### config.mk
export PLATFORM = sky130hd
export DESIGN_NAME = lsi_status_irq
export DESIGN_NICKNAME = d
export VERILOG_FILES = /design/src/design/lsi_status_irq.v /design/src/design/lsi_sync_edge.v
export VERILOG_INCLUDE_DIRS = /design/src /design/src/design
export SDC_FILE = /design/constraint.sdc
export NUM_CORES = 1
export LEC_CHECK = 0
export BUFFER_PORTS_ARGS = -buffer_cell sky130_fd_sc_hd__buf_2
export CORE_AREA = 4 4 184 186
export CTS_CLUSTER_SIZE = 40
export DETAILED_ROUTE_END_ITERATION = 8
export DIE_AREA = 0 0 188 190
export GPL_TIMING_DRIVEN = 0
export PLACE_DENSITY = 0.7
export SYNTH_ARGS = -nofsm -noshare
export SYNTH_HDL_FRONTEND = slang
export SYNTH_SLANG_ARGS = --single-unit
### constraint.sdc
create_clock -name aclk -period 5.5 [get_ports aclk]
set_input_delay 0.275 -clock aclk [delete_from_list [all_inputs] [get_ports aclk]]
set_output_delay 0.275 -clock aclk [all_outputs]
set_load 0.01 [all_outputs]
### src/design/lsi_regs.vh
// Purpose: register offsets, field positions and reset values of the latched status block
// Assumes: AXI4-Lite byte addresses, one aligned 32-bit word per register
// Notes: status and info registers are 8 bits wide, the pending register is 24 bits
`ifndef LSI_REGS_VH
`define LSI_REGS_VH

`define LSI_ADDR_W 8
`define LSI_OFF_STATUS_ONE 8'h00
`define LSI_OFF_STATUS_TWO 8'h04
`define LSI_OFF_RX_INFO_ONE 8'h08
`define LSI_OFF_RX_INFO_TWO 8'h0C
`define LSI_OFF_RX_INFO_THREE 8'h10
`define LSI_OFF_HDLC_STATUS 8'h14
`define LSI_OFF_IRQ_MASK_ONE 8'h18
`define LSI_OFF_IRQ_MASK_TWO 8'h1C
`define LSI_OFF_HDLC_IRQ_MASK 8'h20
`define LSI_OFF_IRQ_PENDING 8'h24

// decoder codes: the six status/info registers first, in the order above
`define LSI_SEL_STATUS_ONE 4'h0
`define LSI_SEL_STATUS_TWO 4'h1
`define LSI_SEL_RX_INFO_ONE 4'h2
`define LSI_SEL_RX_INFO_TWO 4'h3
`define LSI_SEL_RX_INFO_THREE 4'h4
`define LSI_SEL_HDLC 4'h5
`define LSI_SEL_MASK_ONE 4'h6
`define LSI_SEL_MASK_TWO 4'h7
`define LSI_SEL_HDLC_MASK 4'h8
`define LSI_SEL_PENDING 4'h9
`define LSI_SEL_NONE 4'hF
`define LSI_NUM_STATUS 6

`define LSI_RESP_OKAY 2'b00
`define LSI_RESP_SLVERR 2'b10

`define LSI_BYTE_RST 8'h00
`define LSI_PEND_RST 24'h000000
`define LSI_WORD_RST 32'h00000000

// alarm inputs: 0 sync loss, 1 carrier loss, 2 blue alarm, 3 yellow alarm
`define LSI_ALM_SYNC 0
`define LSI_ALM_CARRIER 1
`define LSI_ALM_BLUE 2
`define LSI_NUM_ALARMS 4
`define LSI_NUM_SOURCES 45

`endif

### src/design/lsi_status_irq.v
// Purpose: latched status/info registers with mask-write, read, write-back access and interrupt
// Assumes: event and alarm sources are asynchronous levels; an event is a rising edge
// Notes: registers reached over AXI4-Lite; interrupt output is active low
`timescale 1ns/10ps
`include "lsi_regs.vh"
module lsi_status_irq (
   input wire aclk,
   input wire aresetn,
   input wire [`LSI_ADDR_W-1:0] s_axi_awaddr,
   input wire [2:0] s_axi_awprot,
   input wire s_axi_awvalid,
   output reg s_axi_awready,
   input wire [31:0] s_axi_wdata,
   input wire [3:0] s_axi_wstrb,
   input wire s_axi_wvalid,
   output reg s_axi_wready,
   output reg [1:0] s_axi_bresp,
   output reg s_axi_bvalid,
   input wire s_axi_bready,
   input wire [`LSI_ADDR_W-1:0] s_axi_araddr,
   input wire [2:0] s_axi_arprot,
   input wire s_axi_arvalid,
   output reg s_axi_arready,
   output reg [31:0] s_axi_rdata,
   output reg [1:0] s_axi_rresp,
   output reg s_axi_rvalid,
   input wire s_axi_rready,
   input wire [3:0] alarm_in,
   input wire [3:0] status_one_evt_in,
   input wire [7:0] status_two_evt_in,
   input wire [7:0] rx_info_one_evt_in,
   input wire [4:0] rx_info_two_evt_in,
   input wire [7:0] rx_info_three_evt_in,
   input wire [7:0] hdlc_evt_in,
   output reg irq_n
);
   // register number from a byte address; unmapped gives none
   function [3:0] reg_decode;
      input [`LSI_ADDR_W-1:0] addr;
      begin
         case (addr)
            `LSI_OFF_STATUS_ONE: reg_decode = `LSI_SEL_STATUS_ONE;
            `LSI_OFF_STATUS_TWO: reg_decode = `LSI_SEL_STATUS_TWO;
            `LSI_OFF_RX_INFO_ONE: reg_decode = `LSI_SEL_RX_INFO_ONE;
            `LSI_OFF_RX_INFO_TWO: reg_decode = `LSI_SEL_RX_INFO_TWO;
            `LSI_OFF_RX_INFO_THREE: reg_decode = `LSI_SEL_RX_INFO_THREE;
            `LSI_OFF_HDLC_STATUS: reg_decode = `LSI_SEL_HDLC;
            `LSI_OFF_IRQ_MASK_ONE: reg_decode = `LSI_SEL_MASK_ONE;
            `LSI_OFF_IRQ_MASK_TWO: reg_decode = `LSI_SEL_MASK_TWO;
            `LSI_OFF_HDLC_IRQ_MASK: reg_decode = `LSI_SEL_HDLC_MASK;
            `LSI_OFF_IRQ_PENDING: reg_decode = `LSI_SEL_PENDING;
            default: reg_decode = `LSI_SEL_NONE;
         endcase
      end
   endfunction

   wire [`LSI_NUM_SOURCES-1:0] src_lvl;
   wire [`LSI_NUM_SOURCES-1:0] src_rise;
   wire [`LSI_NUM_SOURCES-1:0] src_fall;

   lsi_sync_edge #(
      .WIDTH(`LSI_NUM_SOURCES)
   ) u_sync (
      .aclk(aclk),
      .aresetn(aresetn),
      .async_in({
         hdlc_evt_in,
         rx_info_three_evt_in,
         rx_info_two_evt_in,
         rx_info_one_evt_in,
         status_two_evt_in,
         status_one_evt_in,
         alarm_in
      }),
      .level_reg(src_lvl),
      .rise_reg(src_rise),
      .fall_reg(src_fall)
   );

   // per-register set vectors; alarm bits are set every cycle the alarm stands
   wire [7:0] set_status_one = {src_rise[7:4], src_lvl[3:0]};
   wire [7:0] set_status_two = src_rise[15:8];
   wire [7:0] set_rx_info_one = src_rise[23:16];
   // recovery bits of rx_info_two come from alarm falls, the rest from plain events
   wire [7:0] set_rx_info_two = {
      src_fall[`LSI_ALM_SYNC],
      src_fall[`LSI_ALM_CARRIER],
      src_rise[28:26],
      src_fall[`LSI_ALM_BLUE],
      src_rise[25:24]
   };
   wire [7:0] set_rx_info_three = src_rise[36:29];
   wire [7:0] set_hdlc = src_rise[44:37];
   wire [47:0] set_all = {set_hdlc, set_rx_info_three, set_rx_info_two, set_rx_info_one,
      set_status_two, set_status_one};

   // alarms raise a source on both edges, everything else on occurrence
   wire [3:0] alarm_change = src_rise[3:0] | src_fall[3:0];
   wire [23:0] pend_set = {set_hdlc, set_status_two, src_rise[7:4], alarm_change};

   // latch holds what hardware saw, view what a read returns, fresh what a read may clear
   // pending keeps a source until released, whatever its mask, so unmasking shows it
   reg [47:0] latch_reg, latch_next;
   reg [47:0] view_reg, view_next;
   reg [47:0] fresh_reg, fresh_next;
   reg [23:0] pend_reg, pend_next;
   reg [7:0] mask_one_reg;
   reg [7:0] mask_two_reg;
   reg [7:0] mask_hdlc_reg;
   reg aw_held_reg;
   reg w_held_reg;
   reg [`LSI_ADDR_W-1:0] aw_addr_reg;
   reg [31:0] w_data_reg;
   reg [3:0] w_strb_reg;

   wire [31:0] strobe_bits = {{8{w_strb_reg[3]}}, {8{w_strb_reg[2]}},
      {8{w_strb_reg[1]}}, {8{w_strb_reg[0]}}};
   wire [31:0] w_val = w_data_reg & strobe_bits;
   // a write executes once address and data are both held and the last answer is gone
   wire wr_do = aw_held_reg && w_held_reg && !s_axi_bvalid;
   wire [3:0] wr_sel = reg_decode(aw_addr_reg);
   wire rd_do = s_axi_arvalid && s_axi_arready;
   wire [3:0] rd_sel = reg_decode(s_axi_araddr);
   wire [23:0] irq_mask = {mask_hdlc_reg, mask_two_reg, mask_one_reg};

   reg [47:0] rd_clr;
   reg [23:0] pend_clr;
   integer k;

   always @* begin
      rd_clr = 48'h000000000000;
      fresh_next = fresh_reg;
      view_next = view_reg;
      pend_clr = `LSI_PEND_RST;
      // a read clears the bits it showed as one among those just refreshed
      for (k = 0; k < `LSI_NUM_STATUS; k = k + 1) begin
         if (rd_do && rd_sel == k[3:0]) begin
            rd_clr[k*8 +: 8] = view_reg[k*8 +: 8] & fresh_reg[k*8 +: 8];
            fresh_next[k*8 +: 8] = 8'h00;
         end
      end
      // reading a refreshed source bit releases its interrupt, whatever its value
      if (rd_do && rd_sel == `LSI_SEL_STATUS_ONE) begin
         pend_clr[7:0] = fresh_reg[7:0];
      end
      if (rd_do && rd_sel == `LSI_SEL_STATUS_TWO) begin
         pend_clr[15:8] = fresh_reg[15:8];
      end
      if (rd_do && rd_sel == `LSI_SEL_HDLC) begin
         pend_clr[23:16] = fresh_reg[47:40];
      end
      // mask write: ones refresh the view, zeros hold it
      for (k = 0; k < `LSI_NUM_STATUS; k = k + 1) begin
         if (wr_do && wr_sel == k[3:0]) begin
            view_next[k*8 +: 8] = (view_reg[k*8 +: 8] & ~w_val[7:0]) |
               (latch_reg[k*8 +: 8] & w_val[7:0]);
            fresh_next[k*8 +: 8] = fresh_next[k*8 +: 8] | w_val[7:0];
         end
      end
      if (wr_do && wr_sel == `LSI_SEL_PENDING) begin
         pend_clr = pend_clr | w_val[23:0];
      end
      // hardware set wins over any clear in the same cycle
      latch_next = (latch_reg & ~rd_clr) | set_all;
      pend_next = (pend_reg & ~pend_clr) | pend_set;
   end

   always @(posedge aclk) begin
      if (!aresetn) begin
         latch_reg <= 48'h000000000000;
         view_reg <= 48'h000000000000;
         fresh_reg <= 48'h000000000000;
         pend_reg <= `LSI_PEND_RST;
         mask_one_reg <= `LSI_BYTE_RST;
         mask_two_reg <= `LSI_BYTE_RST;
         mask_hdlc_reg <= `LSI_BYTE_RST;
         irq_n <= 1'b1;
      end else begin
         latch_reg <= latch_next;
         view_reg <= view_next;
         fresh_reg <= fresh_next;
         pend_reg <= pend_next;
         // masks gate only the pin; latching and reading go on regardless
         irq_n <= ~|(pend_next & irq_mask);
         if (wr_do && wr_sel == `LSI_SEL_MASK_ONE) begin
            mask_one_reg <= w_val[7:0];
         end
         if (wr_do && wr_sel == `LSI_SEL_MASK_TWO) begin
            mask_two_reg <= w_val[7:0];
         end
         if (wr_do && wr_sel == `LSI_SEL_HDLC_MASK) begin
            mask_hdlc_reg <= w_val[7:0];
         end
      end
   end

   // write channels: address and data are taken independently, answer follows both
   always @(posedge aclk) begin
      if (!aresetn) begin
         s_axi_awready <= 1'b1;
         s_axi_wready <= 1'b1;
         s_axi_bvalid <= 1'b0;
         s_axi_bresp <= `LSI_RESP_OKAY;
         aw_held_reg <= 1'b0;
         w_held_reg <= 1'b0;
         aw_addr_reg <= {`LSI_ADDR_W{1'b0}};
         w_data_reg <= `LSI_WORD_RST;
         w_strb_reg <= 4'h0;
      end else begin
         if (s_axi_awvalid && s_axi_awready) begin
            aw_held_reg <= 1'b1;
            aw_addr_reg <= s_axi_awaddr;
            s_axi_awready <= 1'b0;
         end
         if (s_axi_wvalid && s_axi_wready) begin
            w_held_reg <= 1'b1;
            w_data_reg <= s_axi_wdata;
            w_strb_reg <= s_axi_wstrb;
            s_axi_wready <= 1'b0;
         end
         if (wr_do) begin
            aw_held_reg <= 1'b0;
            w_held_reg <= 1'b0;
            s_axi_bvalid <= 1'b1;
            if (wr_sel == `LSI_SEL_NONE) begin
               s_axi_bresp <= `LSI_RESP_SLVERR;
            end else begin
               s_axi_bresp <= `LSI_RESP_OKAY;
            end
         end
         // ready again only after the answer is taken, so one write at a time
         if (s_axi_bvalid && s_axi_bready) begin
            s_axi_bvalid <= 1'b0;
            s_axi_awready <= 1'b1;
            s_axi_wready <= 1'b1;
         end
      end
   end

   // read word and response, picked from the current views, masks or pending bits; unused upper bits stay zero
   reg [31:0] rd_word;
   reg rd_err;

   always @* begin
      rd_word = `LSI_WORD_RST;
      rd_err = 1'b0;
      case (rd_sel)
         `LSI_SEL_STATUS_ONE: rd_word[7:0] = view_reg[7:0];
         `LSI_SEL_STATUS_TWO: rd_word[7:0] = view_reg[15:8];
         `LSI_SEL_RX_INFO_ONE: rd_word[7:0] = view_reg[23:16];
         `LSI_SEL_RX_INFO_TWO: rd_word[7:0] = view_reg[31:24];
         `LSI_SEL_RX_INFO_THREE: rd_word[7:0] = view_reg[39:32];
         `LSI_SEL_HDLC: rd_word[7:0] = view_reg[47:40];
         `LSI_SEL_MASK_ONE: rd_word[7:0] = mask_one_reg;
         `LSI_SEL_MASK_TWO: rd_word[7:0] = mask_two_reg;
         `LSI_SEL_HDLC_MASK: rd_word[7:0] = mask_hdlc_reg;
         `LSI_SEL_PENDING: rd_word[23:0] = pend_reg;
         default: rd_err = 1'b1;
      endcase
   end

   // read channel: data is captured at the address edge, side effects happen there too
   always @(posedge aclk) begin
      if (!aresetn) begin
         s_axi_arready <= 1'b1;
         s_axi_rvalid <= 1'b0;
         s_axi_rdata <= `LSI_WORD_RST;
         s_axi_rresp <= `LSI_RESP_OKAY;
      end else begin
         if (rd_do) begin
            s_axi_arready <= 1'b0;
            s_axi_rvalid <= 1'b1;
            s_axi_rdata <= rd_word;
            if (rd_err) begin
               s_axi_rresp <= `LSI_RESP_SLVERR;
            end else begin
               s_axi_rresp <= `LSI_RESP_OKAY;
            end
         end
         if (s_axi_rvalid && s_axi_rready) begin
            s_axi_rvalid <= 1'b0;
            s_axi_arready <= 1'b1;
         end
      end
   end
endmodule // lsi_status_irq

### src/design/lsi_sync_edge.v
// Purpose: two-stage synchroniser bank with level, rise and fall outputs
// Assumes: inputs are asynchronous levels; a pulse shorter than one clock may be missed
// Notes: first stage feeds only the second stage
`timescale 1ns/10ps
module lsi_sync_edge #(
   parameter WIDTH = 8
) (
   input wire aclk,
   input wire aresetn,
   input wire [WIDTH-1:0] async_in,
   output reg [WIDTH-1:0] level_reg,
   output reg [WIDTH-1:0] rise_reg,
   output reg [WIDTH-1:0] fall_reg
);
   reg [WIDTH-1:0] meta_reg;
   reg [WIDTH-1:0] stable_reg;

   always @(posedge aclk) begin
      if (!aresetn) begin
         meta_reg <= {WIDTH{1'b0}};
         stable_reg <= {WIDTH{1'b0}};
         level_reg <= {WIDTH{1'b0}};
         rise_reg <= {WIDTH{1'b0}};
         fall_reg <= {WIDTH{1'b0}};
      end else begin
         meta_reg <= async_in;
         stable_reg <= meta_reg;
         level_reg <= stable_reg;
         rise_reg <= stable_reg & ~level_reg;
         fall_reg <= ~stable_reg & level_reg;
      end
   end
endmodule // lsi_sync_edge

==> summary.md, run 1 <==
| Metric | Value |
|---|---|
| Outcome | `finished clean` |
| Hold_sp | `s_axi_wstrb[0]` |
| Wire per inst | `19.1 um` |
| Cells after Synth | `1716` |
| Layout cell share with drive strength beyond 1 | `12.5%` |
| Starting Density | `48.3%` |
| Skew-Pair Late Insertion Delay | `0.55 ns` |
| WS Path Type | `reg2reg` |
| Worst R2R Path Depth | `7` |
| Diode count | `0` |
| Gr ovfl total | `0` |
| Register area | `0.00891 mm^2` |
| Final Hold Fails | `0` |
| Post-synthesis adder-cell area fraction | `0%` |
| Synth Flop Type | `dfxtp_1` |
| CTS Sinks | `445` |
| Crit path DAT | `3.60 ns` |
| Post-synth EDFFs | `0` |
| XOR/XNOR share of the synthesized area | `0%` |
| Initial antenna violation count | `0` |
| Die area | `0.0357 mm^2` |
| Worst Setup SP | `aw_addr_reg[5]$_SDFFE_PN0P_` |
| Number of I/O port buffers | `123` |
| Layout area overhead | `23.0%` |
| Drt total wl | `46600 um` |
| CP Capture Type | `flip-flop` |
| Area leader, netlist | `dfxtp_1` |
| Core Rows | `66` |
| Pre-Repair DR Iteration Count | `9` |
| # fillers | `2830` |
| Vias in the first global route | `12600` |
| Worst setup margin | `2.30 ns` |
| Asr flop ratio synth | `0%` |
| Yosys Warn Count | `0` |
| HP Class | `in2reg` |
| Worst-path clk slew | `0.06 ns` |
| CTS buffer count | `44` |
| Depth of the CTS H-tree | `2` |
| Setup TNS | `0 ns` |
| Top-area cell type share of the netlist area | `57.1%` |
| Max clock buf depth | `3` |
| FMAX | `312 MHz` |
| Skew final | `0.0177 ns` |
| Most frequent cell after synthesis | `dfxtp_1` |
| Distinct cells, synth | `62` |
| Die Height | `190 um` |
| Post-synthesis simple-gate area fraction | `24.7%` |
| Post_cts resized | `0` |
| I/O Pins | `152` |
| Post-synthesis cell area | `0.0156 mm^2` |
| Final ANT Viol Nets | `0` |
| Largest net degree at the start of global routing | `15` |
| Worst slack, placed | `2.40 ns` |
| DR iter-0 viols | `1248` |
| Crit start category | `flip-flop` |
| Via count | `13000` |
| Clock root cell | `clkbuf_16` |
| Multi-input gate area | `0.00613 mm^2` |
| Max_cap viols | `0` |
| Worst slew margin | `16.5%` |
| Worst hold path stage count | `3` |
| Drt via density | `5.34` |
| Reg-to-Reg Start | `aw_addr_reg[5]$_SDFFE_PN0P_` |
| RSZ-0062 raised after global routing | `no` |
| P_leak | `7.34 nW` |
| CTS tree | `yes` |
| Commonest cells in the synthesized netlist | `dfxtp_1 (445), nand2_1 (251), a21oi_1 (214)` |
| Peak fanout along the critical path | `10` |
| Die W | `188 um` |
| Reg2reg end | `irq_n$_SDFF_PN1_` |
| Final Max Tran Viols | `0` |
| Critical Path RT | `5.90 ns` |
| Seq/Total Area, Yosys | `57.1%` |
| Combinational family with the most area after synthesis | `simple AND/OR/NAND/NOR gates` |
| FF+latch count, synth | `445` |
| Worst vdd ir | `0.000250 V` |
| Worst slew pin tran | `1.24 ns` |
| Cell Pwr Density | `365 mW/mm^2` |
| Placer Congestion | `0.999` |
| Syn Area/Cell | `9.09 um^2` |
| Gr usage total | `25.4%` |
| Final nets | `2079` |
| Compound-Gate Fraction of Synth Area | `12.8%` |
| Post-CTS Setup Inserts | `0` |
| Global-route wire length before repair | `70900 um` |
| Flop-to-flop setup slack | `2.30 ns` |
| Final Cycle Share | `58.2%` |
| Most area-consuming cells after synthesis | `dfxtp_1 (57%), a21oi_1 (6.9%), and2_1 (6.1%)` |
| DP Wirelength | `33400 um` |
| CORE AREA | `0.0323 mm^2` |
| Minimum clock period | `3.20 ns` |
| Finish-stage setup viols | `0` |
| # DRC | `0` |
| Mux cell area share after synthesis | `1.48%` |
| Hold Path Sink | `w_strb_reg[0]$_SDFFE_PN0P_` |
-- per-layer routing --
metal | wire length [um] | track usage, % | part of all wire, %
met1 | 20300 | 34.9 | 43
met2 | 20900 | 40.1 | 45
met3 | 3660 | 4.50 | 7.9
met4 | 1800 | 9.91 | 3.9
met5 | 0 | 0 | 0
-- through the flow --
| step | utilization, % | area (um^2) | std cells | hold WS (ns) | power, mW |
|---|---|---|---|---|---|
| detailed placement | 52.0 | 16800 | 2291 | 0.372 | 3.72 |
| global placement | 52.0 | 16800 | 2290 | 0.371 | 3.71 |
| floorplan | - | 15600 | 1725 | 0.367 | 3.58 |
| finish | 59.4 | 19200 | 2445 | 0.00915 | 7.01 |
| global route | 59.4 | 19200 | 2445 | 0.0206 | 7.22 |
| CTS | 59.4 | 19200 | 2445 | 0.000258 | 7.05 |
-- worst max path at each step --
stage	slack, ns	to	cells after the start
after floorplan	3.22	mask_one_reg[7]$_SDFFE_PN0P_	8
after global placement	2.27	s_axi_rdata[5]$_SDFFE_PN0P_	8
after detailed placement	2.40	irq_n$_SDFF_PN1_	8
after CTS	2.37	irq_n$_SDFF_PN1_	7
after global routing	2.20	irq_n$_SDFF_PN1_	7
final	2.30	irq_n$_SDFF_PN1_	7
-- worst max-delay path, stage by stage (launching register included) --
cell,delay (ns)
dfxtp_1,0.50
or3b_2,0.61
nor3_4,0.37
buf_2,0.36
nand4b_1,0.24
o211ai_1,0.20
nand4b_1,0.24
o41ai_2,0.53
-- what timing repair did --
item                                   in CTS  in global routing
hold buffers                               74                  0
endpoints found under the hold margin      74                  0
setup endpoints to repair                   0                  0
-- cells by family after synthesis --
kind of cell / count (synthesis)
AND/OR/NAND/NOR: 777
buffers and inverters: 133
flip-flops: 445
other: 1
AO/OA/AOI/OAI: 337
multiplexers: 23
-- cell usage in the layout (no fill, tap or decap), types with 7 or more instances in the layout --
cell	Yosys	routed
and2_1	151	151
clkbuf_8	0	8
dfxtp_1	445	445
o21ai_0	27	27
a31oi_1	7	7
a221oi_1	8	8
nor2_1	144	144
inv_1	22	22
nand2b_1	9	9
clkbuf_1	81	85
nand3_1	124	124
clkinv_2	0	9
clkbuf_16	0	46
a21oi_1	214	214
buf_2	12	136
mux2i_1	22	22
nand2_1	251	251
nor2b_1	46	46
dlygate4sd3_1	0	74
o31a_1	8	8
conb_1	1	10
buf_4	11	11
a22oi_1	33	33
bufinv_16	0	9
-- where the power goes --
group	internal (mW)	switching [mW]	total, mW
clock network	2.06	1.25	3.31
registers	3.31	0.0435	3.35
logic	0.141	0.201	0.342
-- area by class of cell --
cell class / count / share of cell area (%)
Buffer: 111 / 2.66
Clock buffer: 58 / 6.65
Clock inverter: 22 / 1.87
Inverter: 22 / 0.431
Multi-Input combinational cell: 1147 / 32.0
Sequential cell: 445 / 46.5
Tap cell: 442 / 2.88
Timing Repair Buffer: 198 / 7.10
(Power assumes the default switching activity.)
==> run 2, diff against run 1 <==
clock period = 3 ns   (was 5.5 ns; I/O delays follow)
==> summary.md, run 2 (same netlist as run 1, synthesis figures left out) <==
| Metric | Value |
|---|---|
| Final nets | `2089` |
| Minimum clock period | `2.86 ns` |
| Worst vdd ir | `0.000461 V` |
| Worst slack, placed | `-0.0985 ns` |
| Gr usage total | `25.5%` |
| HP Class | `in2reg` |
| WP buf/inv | `2` |
| Layout cell share with drive strength beyond 1 | `12.7%` |
| FMAX | `349 MHz` |
| Final Util | `59.8%` |
| Hold_ws | `0.0724 ns` |
| WS Path Type | `reg2reg` |
| Die Height | `190 um` |
| # DRC | `0` |
| Drt total wl | `46900 um` |
| Global-route wire length before repair | `71400 um` |
| Wire per inst | `19.1 um` |
| Die area | `0.0357 mm^2` |
| DP Wirelength | `33400 um` |
| Worst slew margin | `15.3%` |
| RSZ-0062 raised after global routing | `no` |
| Final Max Tran Viols | `0` |
| Gr ovfl total | `0` |
| Max_cap viols | `0` |
| Max clock buf depth | `3` |
| Final Hold Fails | `0` |
| Largest net degree at the start of global routing | `15` |
| Most frequent cells in the layout | `dfxtp_1 (444), nand2_1 (251), a21oi_1 (214)` |
| Diode count | `0` |
| Depth of the CTS H-tree | `2` |
| CTS tree | `yes` |
| CTS Sinks | `445` |
| Biggest cell delay along the critical path | `0.49 ns` |
| Outcome | `finished clean` |
| I/O Pins | `152` |
| Clock root cell | `clkbuf_16` |
| Final ANT Viol Nets | `0` |
| Starting Density | `48.3%` |
| Via count | `13200` |
| Cell Pwr Density | `666 mW/mm^2` |
| CP Capture Type | `flip-flop` |
| Crit start category | `flip-flop` |
| Top delay family on crit path | `simple AND/OR/NAND/NOR gates` |
| DR iter-0 viols | `1221` |
| Crit path DAT | `3.28 ns` |
| Skew final | `0.0160 ns` |
| Worst slew pin tran | `1.26 ns` |
| Most common cell on crit path | `nand4b_1` |
| CORE AREA | `0.0323 mm^2` |
| Drt via density | `5.37` |
| Placer Congestion | `0.999` |
| CTS buffer count | `44` |
| Cell count after placement | `2291` |
| Pre-Repair DR Iteration Count | `7` |
| Most common cell after layout, fill and taps aside | `dfxtp_1` |
| Skew-Pair Late Insertion Delay | `0.55 ns` |
| Vias in the first global route | `12600` |
| Worst-path clk slew | `0.06 ns` |
| Critical Path RT | `3.42 ns` |
| P_leak | `7.40 nW` |
| CP Cell Sequence | `buf_2 -> or3b_4 -> nor3_4 -> buf_4 -> nand4b_1 -> o211ai_1 -> nand4b_1 -> o41ai_4` |
| Layout area overhead | `23.8%` |
| Final Cycle Share | `95.4%` |
| Initial antenna violation count | `0` |
| Peak fanout along the critical path | `10` |
| Fin cells | `2455` |
| Core Rows | `66` |
| CP max-delay cell | `or3b_4` |
| Finish-stage setup viols | `0` |
| Number of I/O port buffers | `123` |
| Worst setup margin | `0.137 ns` |
| Die W | `188 um` |
==> run 2: where the power goes <==
part	internal [mW]	switching (mW)	leakage, nW
Combinational	0.266	0.373	2.96
Clock	3.78	2.30	0.811
Sequential	6.07	0.0802	3.62
==> run 2: final timing paths <==
check | slack [ns] | endpoint | startpoint | depth (start not counted)
worst min register to register | 0.38 | u_sync.rise_reg[21]$_SDFF_PN0_ | u_sync.level_reg[21]$_SDFF_PN0_ | 1
worst max-delay path | 0.14 | irq_n$_SDFF_PN1_ | aw_addr_reg[3]$_SDFFE_PN0P_ | 8
worst min-delay path | 0.07 | aw_addr_reg[5]$_SDFFE_PN0P_ | s_axi_awvalid | 4
worst max register to register | 0.14 | irq_n$_SDFF_PN1_ | aw_addr_reg[3]$_SDFFE_PN0P_ | 8
==> run 2: layout make-up <==
cell class	instances	area [um^2]
Timing Repair Buffer	208	1460
Multi-Input combinational cell	1147	6150
Sequential cell	445	8910
Clock inverter	22	358
Inverter	22	82.6
Fill cell	2810	13000
Tap cell	442	553
Buffer	111	514
Clock buffer	58	1280
==> run 2: per-stage QoR <==
step / cell area (um^2) / power [mW] / setup TNS [ns]
floorplan: 15600 / 6.57 / 0
detailed placement: 16800 / 6.82 / -0.0985
global placement: 16800 / 6.81 / -0.233
CTS: 19300 / 12.9 / 0
global route: 19300 / 13.2 / 0
finish: 19300 / 12.9 / 0
==> run 2: worst reg2reg max path: stages (launching register included) <==
cell and delay, ns:
dfxtp_1 0.30, buf_2 0.19, or3b_4 0.49, nor3_4 0.33, buf_4 0.27, nand4b_1 0.21
o211ai_1 0.21, nand4b_1 0.27, o41ai_4 0.47
==> run 2: per-layer routing <==
layer	track usage, %	vias up	wire [um]
met1	35.1	6168	20400
met5	0	-	0
met2	40.1	598	20900
met4	10.6	0	1910
met3	4.51	121	3710
li1	-	6305	-
==> run 2: what timing repair did <==
item | CTS | global route
endpoints found under the hold margin | 84 | 0
setup buffers | 1 | 0
hold buffers | 83 | 0
pin swaps | 1 | 1
setup endpoints to repair | 1 | 1
resized for setup | 2 | 6
==> run 3, diff against run 2 <==
--- a/config.mk
+++ b/config.mk
@@ -15,2 +15,4 @@
 export PLACE_DENSITY = 0.7
+export REMOVE_ABC_BUFFERS = 1
+export SETUP_SLACK_MARGIN = 0.5
 export SYNTH_ARGS = -nofsm -noshare
==> constraint.sdc (replaced) <==
create_clock -name aclk -period 3 [get_ports aclk]
set_input_delay 0.3 -clock aclk [delete_from_list [all_inputs] [get_ports aclk]]
set_output_delay 0.3 -clock aclk [all_outputs]
set_load 0.01 [all_outputs]
==> summary.md, run 3 (same netlist as run 1, synthesis figures left out) <==
| Metric | Value |
|---|---|
| Peak fanout along the critical path | `7` |
| Via count | `12700` |
| RSZ-0062 raised after global routing | `yes` |
| Clock root cell | `clkbuf_16` |
| Die W | `188 um` |
| CP Cell Sequence | `or4_4 -> buf_4 -> o41ai_1 -> o21ai_0 -> a22oi_1 -> o2111ai_1 -> o41ai_4` |
| Worst setup margin | `0.268 ns` |
| Max_cap viols | `0` |
| Minimum clock period | `2.73 ns` |
| Final Max Tran Viols | `0` |
| Outcome | `finished clean` |
| Starting Density | `48.3%` |
| Gr usage total | `21.7%` |
| CP max-delay cell | `or4_4` |
| Biggest cell delay along the critical path | `0.61 ns` |
| Setup TNS | `0 ns` |
| CP Capture Type | `flip-flop` |
| Worst slew margin | `19.4%` |
| FMAX | `366 MHz` |
| Drt via density | `5.38` |
| Worst R2R Path Depth | `7` |
| Depth of the CTS H-tree | `2` |
| Final nets | `1997` |
| Clk network pwr share | `45.5%` |
| Placer Congestion | `0.893` |
| CTS buffer count | `45` |
| Die Height | `190 um` |
| I/O Pins | `152` |
| Layout cell share with drive strength beyond 1 | `14.2%` |
| CTS tree | `yes` |
| Multi-input gate area | `0.00628 mm^2` |
| Sequential power share | `50.1%` |
| Max clock buf depth | `3` |
| Switch share | `21.4%` |
| Critical Path RT | `3.42 ns` |
| Global-route wire length before repair | `63000 um` |
| Crit path DAT | `3.15 ns` |
| Pre-Repair DR Iteration Count | `5` |
| Crit start category | `flip-flop` |
| Worst slack, placed | `-1.07 ns` |
| Die area | `0.0357 mm^2` |
| Worst vdd ir | `0.000479 V` |
| Core Rows | `66` |
| Gr ovfl total | `0` |
| Final Hold Fails | `0` |
| Vias in the first global route | `12000` |
| Number of I/O port buffers | `126` |
| Final ANT Viol Nets | `0` |
| Comb power frac | `4.4%` |
| Largest net degree at the start of global routing | `140` |
| Most common cell after layout, fill and taps aside | `dfxtp_1` |
| Register area | `0.00892 mm^2` |
| WS Path Type | `reg2reg` |
| P_sw | `2.63 mW` |
| # DRC | `0` |
| Cell Pwr Density | `647 mW/mm^2` |
| Worst-path clk slew | `0.06 ns` |
| HP Class | `in2reg` |
| Drt total wl | `39800 um` |
| Layout area overhead | `21.9%` |
| Skew final | `0.0227 ns` |
| Initial antenna violation count | `0` |
| CTS Sinks | `445` |
| DP Wirelength | `25800 um` |
| Worst slew pin tran | `1.21 ns` |
| Worst hold path stage count | `3` |
| Final Cycle Share | `91.1%` |
| Internal power | `9.67 mW` |
| DR iter-0 viols | `1031` |
| Wire per inst | `16.8 um` |
| Most frequent cells in the layout | `dfxtp_1 (440), nand2_1 (250), a21oi_1 (214)` |
| Finish-stage setup viols | `0` |
| # fillers | `2768` |
| Skew-Pair Late Insertion Delay | `0.55 ns` |
| CORE AREA | `0.0323 mm^2` |
| P_leak | `7.28 nW` |
==> run 3: cell count changes in the layout (fill, tap and decap cells not counted), sizes merged, moves of 2 or more <==
| cell | change |
|---|---|
| buf | -2 |
| clkinv | -2 |
| clkbuf | -71 |
| bufinv | -7 |
| dlygate4sd3 | -10 |
==> run 3: per-stage QoR <==
stage | instance area, um^2 | util (%) | std cells | power (mW) | hold slack [ns]
final | 19000 | 58.9 | 2365 | 12.3 | 0.00668
after global routing | 19000 | 58.9 | 2364 | 12.7 | 0.0198
after floorplan | 15100 | - | 1614 | 6.51 | 0.356
after detailed placement | 16400 | 50.8 | 2188 | 6.74 | 0.373
after CTS | 18900 | 58.4 | 2358 | 12.4 | 0.000349
after global placement | 16300 | 50.5 | 2182 | 6.72 | 0.371
==> run 3: power groups by stage <==
stage	clock network (mW)	registers, mW	logic, mW
floorplan	0	6.26	0.251
global placement	0	6.28	0.438
detailed placement	0	6.29	0.453
CTS	5.69	6.16	0.535
global route	5.93	6.18	0.605
finish	5.59	6.16	0.545
==> run 3: final timing paths <==
check | start | end | slack [ns]
min | s_axi_awaddr[7] | aw_addr_reg[7]$_SDFFE_PN0P_ | 0.007
max | aw_addr_reg[6]$_SDFFE_PN0P_ | irq_n$_SDFF_PN1_ | 0.27
min reg2reg | u_sync.level_reg[24]$_SDFF_PN0_ | u_sync.rise_reg[24]$_SDFF_PN0_ | 0.38
max reg2reg | aw_addr_reg[6]$_SDFFE_PN0P_ | irq_n$_SDFF_PN1_ | 0.27
==> run 3: cell type report <==
type | instances | share of cell area [%]
multi-input cells | 1147 | 33.0
inverters | 22 | 0.474
diodes | 1 | 0.0132
repair buffers | 226 | 8.71
well taps | 442 | 2.91
clock inverters | 14 | 0.651
flip-flops and latches | 445 | 46.9
clock buffers | 68 | 7.28
==> run 3: critical path: cells and delay by family (launching register included) <==
family,cells,cell delay (ns)
buffers and inverters,1,0.19
DFF,1,0.32
AOI/OAI and AO/OA,5,1.49
and+or+nand+nor,1,0.61
==> run 3: timing repair <==
item	4_1_cts	5_1_grt
hold buffers	73	0
resized for setup	13	20
gates cloned	0	0
pin swaps	6	9
endpoints found under the hold margin	72	0
setup buffers	15	6
endpoints found under the setup margin	147	53
==> run 3: layer usage <==
| metal | global-route usage (%) | wire length, um | part of all wire, % |
|---|---|---|---|
| met5 | 0 | 0 | 0 |
| met4 | 6.69 | 1020 | 2.6 |
| met3 | 3.21 | 2780 | 7.0 |
| met2 | 36.0 | 18600 | 47 |
| met1 | 29.3 | 17400 | 44 |
